### src/lvm_defines.svh
// Register offsets, field positions and reset values of the low-voltage monitor.
`ifndef LVM_DEFINES_SVH
`define LVM_DEFINES_SVH

// ------------------------------------------------------------
// Register byte offsets
// ------------------------------------------------------------
`define LVM_OFS_LVSC     8'h00
`define LVM_OFS_RSRC     8'h04
`define LVM_OFS_IRQ_STAT 8'h08
`define LVM_OFS_IRQ_MASK 8'h0C

// ------------------------------------------------------------
// Status and control field positions
// ------------------------------------------------------------
`define LVM_LVSC_LOCK    7
`define LVM_LVSC_KEEP    6
`define LVM_LVSC_DETECT  5

// ------------------------------------------------------------
// Reset-source field positions
// ------------------------------------------------------------
`define LVM_RSRC_POR     0
`define LVM_RSRC_PIN     1
`define LVM_RSRC_WDOG    2
`define LVM_RSRC_BADOP   3
`define LVM_RSRC_BADAD   4
`define LVM_RSRC_LOWV    5
`define LVM_RSRC_WIDTH   6

// ------------------------------------------------------------
// Interrupt field positions
// ------------------------------------------------------------
`define LVM_IRQ_LOCKED   0
`define LVM_IRQ_UNMAP    1
`define LVM_IRQ_WIDTH    2

// ------------------------------------------------------------
// Reset values
// ------------------------------------------------------------
`define LVM_RSRC_RESET   6'h01
`define LVM_RSRC_POR_VAL 6'h01
`define LVM_IRQ_RESET    2'h0

`endif

### src/lvm_pkg.sv
// Types shared by the low-voltage monitor design.
package lvm_pkg;

   // ------------------------------------------------------------
   // Bus slave phase, Gray coded from idle through capture to done; the return from done to idle flips both bits.
   // ------------------------------------------------------------
   typedef enum logic [1:0] {
      LVM_BUS_IDLE = 2'b00,
      LVM_BUS_CAPT = 2'b01,
      LVM_BUS_DONE = 2'b11
   } lvm_bus_state_type;

endpackage : lvm_pkg

### src/lvm_low_voltage_monitor.sv
// Low-voltage monitor control logic with reset-source flags and an APB register slave.
//
// How it works
// - Power-disable option stops monitoring: no flag change, no reset.
// - Reset-disable option blocks low-voltage reset on falling supply.
// - Once triggered, low-voltage reset holds until supply above recovery level.
// - Active low-voltage reset also pulls the external reset pin low.
// - Detect flag sets below trip, clears above recovery, else holds.
// - Detect flag is read-only and cleared by any reset.
// - With the lock bit set, writes to status and control are ignored.
// - Software cannot clear the lock bit; only reset clears it.
// - In stop, monitor runs only with power enabled and keep-alive set.
// - Monitor stays active in wait; its reset wakes the device.
// - The monitor itself never raises an interrupt request.
// - Reset-source register holds one flag per reset source.
// - Power-on sets its flag and clears others; others only add.
// - Besides power-on, only a read clears reset-source flags; writes are ignored.
// - Several resets without a read leave all their flags set.
`timescale 1ns/100ps
`include "lvm_defines.svh"

module lvm_low_voltage_monitor #(
   parameter int ADDR_W = 8
) (
   input  wire logic                pclk,
   input  wire logic                presetn,
   input  wire logic [ADDR_W-1:0]   paddr,
   input  wire logic                psel,
   input  wire logic                penable,
   input  wire logic                pwrite,
   input  wire logic [31:0]         pwdata,
   input  wire logic [3:0]          pstrb,
   output logic      [31:0]         prdata,
   output logic                     pready,
   output logic                     pslverr,
   input  wire logic                monitor_power_disable,
   input  wire logic                lowvolt_reset_disable,
   input  wire logic                stop_mode,
   input  wire logic                wait_mode,
   input  wire logic                device_reset,
   input  wire logic                supply_below_trip,
   input  wire logic                supply_above_recovery,
   input  wire logic                por_event,
   input  wire logic                pin_reset_event,
   input  wire logic                watchdog_reset_event,
   input  wire logic                bad_opcode_reset_event,
   input  wire logic                bad_address_reset_event,
   output logic                     monitor_enable,
   output logic                     lowvolt_reset_hold,
   output logic                     ext_reset_pin_out,
   output logic                     ext_reset_pin_oe,
   output logic                     wake_request,
   output logic                     irq
);

   import lvm_pkg::*;

   // ------------------------------------------------------------
   // Helper functions
   // ------------------------------------------------------------
   // Full-width compare, so a misaligned address matches no register.
   function automatic logic addr_hit(input logic [ADDR_W-1:0] addr,
                                     input logic [ADDR_W-1:0] offset);
      return (addr == offset);
   endfunction : addr_hit

   // Every register is one byte wide and reads with zeros above bit 7.
   function automatic logic [31:0] byte_word(input logic [7:0] value);
      return {24'h000000, value};
   endfunction : byte_word

   // ------------------------------------------------------------
   // State
   // ------------------------------------------------------------
   lvm_bus_state_type             bus_ff;
   lvm_bus_state_type             nxt_bus;
   logic [31:0]                   prdata_ff;
   logic [31:0]                   nxt_prdata;
   logic                          lock_ff;
   logic                          nxt_lock;
   logic                          keep_ff;
   logic                          nxt_keep;
   logic                          detect_ff;
   logic                          nxt_detect;
   logic                          lvr_ff;
   logic                          nxt_lvr;
   logic [`LVM_RSRC_WIDTH-1:0]    rsrc_ff;
   logic [`LVM_RSRC_WIDTH-1:0]    nxt_rsrc;
   logic [`LVM_IRQ_WIDTH-1:0]     istat_ff;
   logic [`LVM_IRQ_WIDTH-1:0]     nxt_istat;
   logic [`LVM_IRQ_WIDTH-1:0]     imask_ff;
   logic [`LVM_IRQ_WIDTH-1:0]     nxt_imask;

   // ------------------------------------------------------------
   // Bus decode
   // ------------------------------------------------------------
   wire logic                      access_phase;
   wire logic                      capture_cycle;
   wire logic                      xfer_done;
   wire logic                      wr_done;
   wire logic                      rd_done;
   wire logic                      lane0;
   wire logic                      sel_lvsc;
   wire logic                      sel_rsrc;
   wire logic                      sel_istat;
   wire logic                      sel_imask;
   wire logic                      unmapped;
   wire logic [31:0]               read_mux;
   wire logic [7:0]                lvsc_view;

   // Access is held by the master until pready, so a fixed three-cycle
   // access phase gives read data time to come from a flip-flop.
   assign access_phase  = psel & penable;
   assign capture_cycle = access_phase & (bus_ff == LVM_BUS_CAPT);
   assign xfer_done     = access_phase & (bus_ff == LVM_BUS_DONE);
   assign wr_done       = xfer_done & pwrite;
   assign rd_done       = xfer_done & ~pwrite;
   assign lane0         = pstrb[0];

   // Full address compare, so misaligned addresses fall into the unmapped set.
   assign sel_lvsc  = addr_hit(paddr, ADDR_W'(`LVM_OFS_LVSC));
   assign sel_rsrc  = addr_hit(paddr, ADDR_W'(`LVM_OFS_RSRC));
   assign sel_istat = addr_hit(paddr, ADDR_W'(`LVM_OFS_IRQ_STAT));
   assign sel_imask = addr_hit(paddr, ADDR_W'(`LVM_OFS_IRQ_MASK));
   assign unmapped  = ~(sel_lvsc | sel_rsrc | sel_istat | sel_imask);

   // Handshake outputs are combinational; an unmapped access still
   // completes, with an error, so the master never hangs.
   assign pready  = xfer_done;
   assign pslverr = xfer_done & unmapped;
   assign prdata  = prdata_ff;

   // ------------------------------------------------------------
   // Read view
   // ------------------------------------------------------------
   // Unused bit positions are tied to zero here, and every register is
   // widened to the bus word by the same helper.
   assign lvsc_view = {lock_ff, keep_ff, detect_ff, 5'h00};
   assign read_mux  = sel_lvsc  ? byte_word(lvsc_view) :
                      sel_rsrc  ? byte_word(8'(rsrc_ff)) :
                      sel_istat ? byte_word(8'(istat_ff)) :
                      sel_imask ? byte_word(8'(imask_ff)) :
                      32'h00000000;

   // ------------------------------------------------------------
   // Bus phase sequencing
   // ------------------------------------------------------------
   // Idle until an access phase, one capture cycle, then the done cycle.
   // This gives every transfer exactly two wait states.
   always_comb begin
      nxt_bus = bus_ff;
      unique case (bus_ff)
         LVM_BUS_IDLE: begin
            if (access_phase) begin
               nxt_bus = LVM_BUS_CAPT;
            end
         end
         LVM_BUS_CAPT: begin
            nxt_bus = LVM_BUS_DONE;
         end
         LVM_BUS_DONE: begin
            nxt_bus = LVM_BUS_IDLE;
         end
         // The unused code drops straight back to idle.
         default: begin
            nxt_bus = LVM_BUS_IDLE;
         end
      endcase
   end

   // Read data is latched in the capture cycle and held to the next read.
   assign nxt_prdata = (capture_cycle & ~pwrite) ? read_mux : prdata_ff;

   // ------------------------------------------------------------
   // Status and control register
   // ------------------------------------------------------------
   wire logic                      lvsc_write;
   wire logic                      locked_write;

   // A write only lands while unlocked; the detect bit is never written.
   assign lvsc_write   = wr_done & sel_lvsc & lane0 & ~lock_ff;
   assign locked_write = wr_done & sel_lvsc & lock_ff;

   // Lock can only be raised by software; reset is the sole way down.
   assign nxt_lock = device_reset ? 1'b0 :
                     (lock_ff | (lvsc_write & pwdata[`LVM_LVSC_LOCK]));

   // Keep-alive follows the last unlocked write and clears on reset.
   assign nxt_keep = device_reset ? 1'b0 :
                     lvsc_write   ? pwdata[`LVM_LVSC_KEEP] : keep_ff;

   // ------------------------------------------------------------
   // Monitor enable and detect flag
   // ------------------------------------------------------------
   wire logic                      stop_off;
   wire logic                      monitor_active;

   // Stop mode gates the monitor unless keep-alive is set; wait mode does
   // not gate it at all. Keeping it alive in stop costs supply current.
   assign stop_off       = stop_mode & ~keep_ff;
   assign monitor_active = ~monitor_power_disable & ~stop_off;
   assign monitor_enable = monitor_active;

   // Hysteresis: between the two levels neither comparator input is set.
   always_comb begin
      nxt_detect = detect_ff;
      if (device_reset) begin
         nxt_detect = 1'b0;
      end else if (!monitor_active) begin
         nxt_detect = detect_ff;
      end else if (supply_below_trip) begin
         nxt_detect = 1'b1;
      end else if (supply_above_recovery) begin
         nxt_detect = 1'b0;
      end
   end

   // ------------------------------------------------------------
   // Low-voltage reset
   // ------------------------------------------------------------
   wire logic                      lvr_rise;

   // Once held, only a recovered supply releases the reset; the power
   // disable option withdraws it because the monitor is then blind.
   // An unpowered comparator may chatter, so only an active monitor's
   // recovery report may release a held reset.
   always_comb begin
      nxt_lvr = lvr_ff;
      if (monitor_power_disable) begin
         nxt_lvr = 1'b0;
      end else if (lvr_ff) begin
         nxt_lvr = ~(monitor_active & supply_above_recovery);
      end else begin
         nxt_lvr = monitor_active & ~lowvolt_reset_disable & supply_below_trip;
      end
   end

   assign lvr_rise = nxt_lvr & ~lvr_ff;

   // The pin is open drain: it only ever drives low.
   assign lowvolt_reset_hold = lvr_ff;
   assign ext_reset_pin_out  = 1'b0;
   assign ext_reset_pin_oe   = lvr_ff;
   assign wake_request       = lvr_ff & wait_mode;

   // ------------------------------------------------------------
   // Reset-source flags
   // ------------------------------------------------------------
   wire logic [`LVM_RSRC_WIDTH-1:0] rsrc_set;
   wire logic [`LVM_RSRC_WIDTH-1:0] rsrc_clr;

   // Each source but power-on sets only its own flag and never clears the others.
   // The power-on flag comes from the override below, not from a set.
   assign rsrc_set[`LVM_RSRC_POR]   = 1'b0;
   assign rsrc_set[`LVM_RSRC_PIN]   = pin_reset_event;
   assign rsrc_set[`LVM_RSRC_WDOG]  = watchdog_reset_event;
   assign rsrc_set[`LVM_RSRC_BADOP] = bad_opcode_reset_event;
   assign rsrc_set[`LVM_RSRC_BADAD] = bad_address_reset_event;
   assign rsrc_set[`LVM_RSRC_LOWV]  = lvr_rise;

   // A read clears only the bits it actually returned, so a flag that
   // rises after capture survives to the next read. Writes do nothing.
   assign rsrc_clr = (rd_done & sel_rsrc) ?
                     prdata_ff[`LVM_RSRC_WIDTH-1:0] : {`LVM_RSRC_WIDTH{1'b0}};

   // Set wins over a clear in the same cycle; flags accumulate until read.
   assign nxt_rsrc = por_event ? `LVM_RSRC_POR_VAL :
                     ((rsrc_ff & ~rsrc_clr) | rsrc_set);

   // ------------------------------------------------------------
   // Bus interrupt status and mask
   // ------------------------------------------------------------
   wire logic [`LVM_IRQ_WIDTH-1:0]  irq_event;
   wire logic [`LVM_IRQ_WIDTH-1:0]  irq_w1c;

   // Only bus misuse is reported; supply events never reach this output.
   assign irq_event[`LVM_IRQ_LOCKED] = locked_write;
   assign irq_event[`LVM_IRQ_UNMAP]  = xfer_done & unmapped;

   // Write one to clear; an event in the same cycle wins over the clear.
   assign irq_w1c   = (wr_done & sel_istat & lane0) ?
                      pwdata[`LVM_IRQ_WIDTH-1:0] : {`LVM_IRQ_WIDTH{1'b0}};
   assign nxt_istat = (istat_ff & ~irq_w1c) | irq_event;
   // The mask gates only the output; status bits still collect events.
   assign nxt_imask = (wr_done & sel_imask & lane0) ?
                      pwdata[`LVM_IRQ_WIDTH-1:0] : imask_ff;
   assign irq       = |(istat_ff & imask_ff);

   // ------------------------------------------------------------
   // Flip-flops
   // ------------------------------------------------------------
   // Bus slave state.
   always_ff @(posedge pclk or negedge presetn) begin
      if (!presetn) begin
         bus_ff    <= LVM_BUS_IDLE;
         prdata_ff <= 32'h00000000;
      end else begin
         bus_ff    <= nxt_bus;
         prdata_ff <= nxt_prdata;
      end
   end

   // Monitor control and status.
   always_ff @(posedge pclk or negedge presetn) begin
      if (!presetn) begin
         lock_ff   <= 1'b0;
         keep_ff   <= 1'b0;
         detect_ff <= 1'b0;
         lvr_ff    <= 1'b0;
      end else begin
         lock_ff   <= nxt_lock;
         keep_ff   <= nxt_keep;
         detect_ff <= nxt_detect;
         lvr_ff    <= nxt_lvr;
      end
   end

   // Power-on reset leaves only the power-on flag standing.
   always_ff @(posedge pclk or negedge presetn) begin
      if (!presetn) begin
         rsrc_ff <= `LVM_RSRC_RESET;
      end else begin
         rsrc_ff <= nxt_rsrc;
      end
   end

   // Interrupt status and mask.
   always_ff @(posedge pclk or negedge presetn) begin
      if (!presetn) begin
         istat_ff <= `LVM_IRQ_RESET;
         imask_ff <= `LVM_IRQ_RESET;
      end else begin
         istat_ff <= nxt_istat;
         imask_ff <= nxt_imask;
      end
   end

endmodule : lvm_low_voltage_monitor

### config.mk
export PLATFORM = sky130hd
export DESIGN_NAME = lvm_low_voltage_monitor
export DESIGN_NICKNAME = d
export VERILOG_FILES = /design/src/lvm_pkg.sv /design/src/lvm_low_voltage_monitor.sv
export VERILOG_INCLUDE_DIRS = /design/src
export SDC_FILE = /design/constraint.sdc
export NUM_CORES = 1
export LEC_CHECK = 0
export BUFFER_PORTS_ARGS = -buffer_cell sky130_fd_sc_hd__buf_2
export CAP_MARGIN = 40
export CORE_MARGIN = 8
export CORE_UTILIZATION = 40
export DETAILED_ROUTE_END_ITERATION = 6
export HOLD_SLACK_MARGIN = 0.1
export PLACE_DENSITY = 0.8
export SLEW_MARGIN = 20
export SYNTH_ARGS = -nofsm -noshare
export SYNTH_HDL_FRONTEND = slang
export SYNTH_SLANG_ARGS = --single-unit
### constraint.sdc
create_clock -name pclk -period 1.7 [get_ports pclk]
set_clock_uncertainty 0.1 [all_clocks]
set_input_delay 0.085 -clock pclk [delete_from_list [all_inputs] [get_ports pclk]]
set_output_delay 0.085 -clock pclk [all_outputs]
set_load 0.01 [all_outputs]
# After elaboration in Yosys (flattened, before gate mapping)
# Index checks and enable logic that the tools add are counted.
# W data, S select, Z words.
# word_totals
ff_bits,48
input_bits,61
out_inout_bits,40
word_cells,84
# op_classes
eq_ne,6
n_mux,18
bitwise,44
reduce_logical,7
# op_table
op,count
$and A1 B1 Y1,24
$mux W6,3
$eq A8 B4 Y1 const B,2
$mux W1,9
$not A1 Y1,9
$eq A8 B3 Y1 const B,1
$logic_not A8 Y1,1
$mux W2,4
$mux W8,1
$and A6 B6 Y6,1
$not A6 Y6,1
$or A6 B6 Y6,1
$and A2 B2 Y2,2
$or A1 B1 Y1,4
$pmux W2 S2,1
$reduce_bool A2 Y1,2
$reduce_bool A3 Y1,1
$eq A2 B1 Y1 const B,1
$eq A2 B2 Y1 const B,1
$logic_not A2 Y1,1
$ne A2 B2 Y1 const B,1
$not A2 Y2,1
$or A2 B2 Y2,1
$reduce_and A2 Y1,1
$reduce_or A2 Y1,1

# Depth between registers and ports, before layout
# depth
depth_word,11
depth_mapped,5

# Least setup slack after synthesis
# No wires, ideal clock.
# synth_timing
kind,in2reg
startpoint,in paddr[7]
endpoint,reg rsrc_ff[5]
t_arrival_ps,1358
path_slack_ps,98
cell_stages,4
path_buffers,0
path_cell_list,or4_4 or2_4 nor4_4 a311oi_1
# synth_between
elab_chain_len,7
# synth_lines
item,line_no,text
"start, declared",lvm_low_voltage_monitor.sv:27,"input wire logic [ADDR_W-1:0] paddr,"
$eq A8 B3 Y1,lvm_low_voltage_monitor.sv:64,return (addr == offset);
$and A1 B1 Y1,lvm_low_voltage_monitor.sv:263,assign rsrc_clr = (rd_done & sel_rsrc) ?
$mux W6,lvm_low_voltage_monitor.sv:263,
$not A6 Y6,lvm_low_voltage_monitor.sv:268,((rsrc_ff & ~rsrc_clr) | rsrc_set);
$and A6 B6 Y6,lvm_low_voltage_monitor.sv:268,
$or A6 B6 Y6,lvm_low_voltage_monitor.sv:268,
$mux W6,lvm_low_voltage_monitor.sv:267,assign nxt_rsrc = por_event ? `LVM_RSRC_POR_VAL :
named net nxt_rsrc[5],lvm_low_voltage_monitor.sv:88,logic [`LVM_RSRC_WIDTH-1:0] nxt_rsrc;
"end signal, assigned",lvm_low_voltage_monitor.sv:321,rsrc_ff <= `LVM_RSRC_RESET;
"end signal, assigned",lvm_low_voltage_monitor.sv:323,rsrc_ff <= nxt_rsrc;
"end, declared",lvm_low_voltage_monitor.sv:87,logic [`LVM_RSRC_WIDTH-1:0] rsrc_ff;
# The timed path passes the listed nets, and every way through them passes these cells.
# A chain may end at the register's enable or synchronous reset.

# Final worst setup path
# layout_timing
startpoint,in penable
endpoint,reg imask_ff[1]
# layout_between
elab_chain_len,5
# layout_lines
item,line_no,text
"start, declared",lvm_low_voltage_monitor.sv:29,"input wire logic penable,"
$and A1 B1 Y1,lvm_low_voltage_monitor.sv:113,assign access_phase = psel & penable;
$and A1 B1 Y1,lvm_low_voltage_monitor.sv:115,assign xfer_done = access_phase & (bus_ff == LVM_BUS_DONE);
$and A1 B1 Y1,lvm_low_voltage_monitor.sv:116,assign wr_done = xfer_done & pwrite;
$and A1 B1 Y1 (2 in series),lvm_low_voltage_monitor.sv:285,assign nxt_imask = (wr_done & sel_imask & lane0) ?
"end signal, assigned",lvm_low_voltage_monitor.sv:331,imask_ff <= `LVM_IRQ_RESET;
"end signal, assigned",lvm_low_voltage_monitor.sv:334,imask_ff <= nxt_imask;
"end, declared",lvm_low_voltage_monitor.sv:91,logic [`LVM_IRQ_WIDTH-1:0] imask_ff;
# Every way passes these cells.

==> summary.md <==
| Metric | Value |
|---|---|
| Status | completed |
| Number of port buffers | 44 |
| Count of state elements after synthesis | 24 |
| Vias | 1178 |
| Peak VDD IR | 390 uV |
| RSZ-0062 raised after global routing | no |
| Cell area after synthesis | 0.00136 sq mm |
| Die outline height | 74.3 microns |
| CP max FO | 4 |
| Setup Buffers After CTS | 0 |
| Non-Filler Instances | 259 |
| Warnings, synthesis | 0 |
| Slew Limit Headroom | 63.9% |
| Max clock buf depth | 2 |
| Pwr/cell area | 637 mW/mm^2 |
| Worst path slowest cell | dlygate4sd3_1 |
| Dpl cells | 234 |
| Part of the power in registers | 56.4% |
| Root Driver | clkbuf_4 |
| Final ANT Viol Nets | 0 |
| Combinational cell fraction of total power | 21.0% |
| Clock sinks | 24 |
| Clock power frac | 22.6% |
| DRC viols | 0 |
| Register area share after synthesis | 44.3% |
| Gr usage total | 12.1% |
| Met3 routed WL | 267 microns |
| Leakage power | 0.901 nW |
| Hold slack | 107 ps |
| Critical path launch point type | input port |
| Slew Limit Fails | 0 |
| Worst skew pair latency | 310 ps |
| Worst-path cell chain | dlygate4sd3_1, buf_2, nand4_1, inv_1, and3_1, nand4_1, mux2_2 |
| WS Path Type | in2reg |
| Post-synth top flop | dfrtp_1 |
| Fin crit period | 1540 ps |
| Crit. End Element | register |
| Avg WL per Cell | 13.0 microns |
| Maxcap violations | 0 |
| Worst hold path type | in2reg |
| Core region area | 0.00331 sq mm |
| Highest Signal Layer | met4 |
| Slowest cell delay on critical path | 520 ps |
| Most common cell on crit path | nand4_1 |
| TritonCTS Buffers | 3 |
| 1st-pass router iterations | 4 |
| Starting density of the core | 41.1% |
| Commonest non-fill, non-tap cell in the layout | buf_2 |
| Int Power | 0.000824 W |
| Crit path arrival time | 1640 ps |
| Routed Wire Length | 3.38 mm |
| TritonCTS clock tree | built |
| Commonest cells after routing, fill and taps aside | buf_2 (44), conb_1 (25), dfrtp_1 (23) |
| Fmax | 648 MHz |
| Routed vias/inst | 4.55 |
| Post-DP HPWL | 2.59 mm |
| Ant diodes | 0 |
| I/O pins | 101 |
| Switching power | 0.000327 W |
| Initial antenna violation count | 0 |
| Wire length on met1 | 1.40 mm |
| Netlist cell types | 35 |
| Sw frac | 28.4% |
| NumNets Final | 275 |
| Row cnt | 21 |
| Final-report hold violation count | 0 |
| Setup violations, final | 0 |
| Post-synth EDFFs | 0 |
| CTS HTree Levels | 1 |
| Worst-margin pin slew | 542 ps |
| Overflow after GRT | 0 |
| Vias in the first global route | 1195 |
| Met2 wire length | 1.69 mm |
| Fraction of registers with async set/reset | 100% |
| Synth area leaders | dfrtp_1 (42%), buf_4 (14%), nand2_1 (4.7%) |
| Synth-to-Final Area Change | 32.8% |
| DIE AREA | 0.00552 sq mm |
| Largest area contributor in the netlist | dfrtp_1 |
| Initial DRC count | 36 |
| First-pass GRT wire length | 5.27 mm |
| Final Cycle Share | 90.8% |
| Largest net degree at the start of global routing | 25 |
| Gpl congestion | 0.820 |
| Clk pin slew, worst setup/hold paths | 140 ps |
| Die width | 74.3 microns |
| Post-synthesis cell count | 143 |
| Post-route core utilization | 54.6% |
| Post-synth top area share | 42.3% |
| Syn avg cell area | 9.51 sq um |
| Share of layout cells above drive strength 1 | 30.5% |
| Worst path required time | 1800 ps |
==> power by group through the flow <==
stage / sequential [W] / clock, W / combinational [W]
floorplan: 0.000650 / 0 / 0.000155
global placement: 0.000658 / 0 / 0.000186
detailed placement: 0.000660 / 0 / 0.000190
CTS: 0.000649 / 0.000263 / 0.000241
global route: 0.000658 / 0.000298 / 0.000269
finish: 0.000649 / 0.000260 / 0.000242
==> metrics by stage <==
stage               total power (W)  TNS, ps  cell area, sq um  setup slack (ps)
floorplan                  0.000804        0              1450              97.6
global placement           0.000844    -64.6              1570             -54.9
detailed placement         0.000851     -154              1570             -57.5
CTS                         0.00115        0              1800              13.0
global route                0.00123        0              1810              49.3
finish                      0.00115        0              1810               156
==> layer usage <==
metal | up-vias | global-route usage [%]
met5 | - | 0
met4 | 0 | 2.83
met3 | 2 | 3.91
met2 | 41 | 21.2
met1 | 548 | 13.9
li1 | 587 | -
==> critical path, delay by kind of cell <==
family	cells	cell delay (ps)
buf+inv	3	740
simple gates	3	520
mux	1	300
==> registers in the layout (all words and copies together) (netlist names) <==
| name | flops |
|---|---|
| bus_ff | 2 |
| prdata | 8 |
| detect_ff | 1 |
| lock_ff | 1 |
| istat_ff | 2 |
| rsrc_ff | 6 |
| keep_ff | 1 |
| imask_ff | 2 |
| ext_reset_pin_oe | 1 |
==> synthesized netlist by cell type, drive strengths merged (4+ instances only) <==
cell type,number
nand2,17
mux2,4
a21oi,5
buf,26
a311oi,5
dfrtp,23
nor2,10
inv,9
o21ai,7
==> final timing paths <==
kind                               end                   from  cells past startpoint  slack, ps
max in group asynchronous   rsrc_ff[0]                presetn                      2        950
min reg2reg                 rsrc_ff[0]              prdata[0]                      1        360
max reg2reg                imask_ff[1]              bus_ff[1]                      5        170
min in group asynchronous   rsrc_ff[3]                presetn                      2        170
min                          detect_ff  supply_above_recovery                      5        110
max                        imask_ff[1]                penable                      7        160
==> repair_timing <==
item / 4_1_cts / 5_1_grt
hold buffers: 21 / 1
endpoints found under the setup margin: 0 / 1
endpoints found under the hold margin: 40 / 1
gates resized for setup: 0 / 1
==> layout make-up <==
type	count	area (sq um)
Tap cell	46	57.6
Sequential cell	24	602
Inverter	9	33.8
Multi-Input combinational cell	105	612
Fill cell	334	1500
Timing Repair Buffer	71	475
Clock buffer	4	26.3
==> cells by family (layout without fill, tap and decap cells) <==
kind of cell | Yosys count | count (layout) | share of synthesized area (%)
compound gates | 28 | 28 | 14.0
buf+inv | 38 | 84 | 17.7
flops | 24 | 24 | 44.3
mux | 5 | 5 | 4.05
other cells | 1 | 25 | 0.276
simple gates | 47 | 47 | 19.8
(Power assumes the default switching activity.)
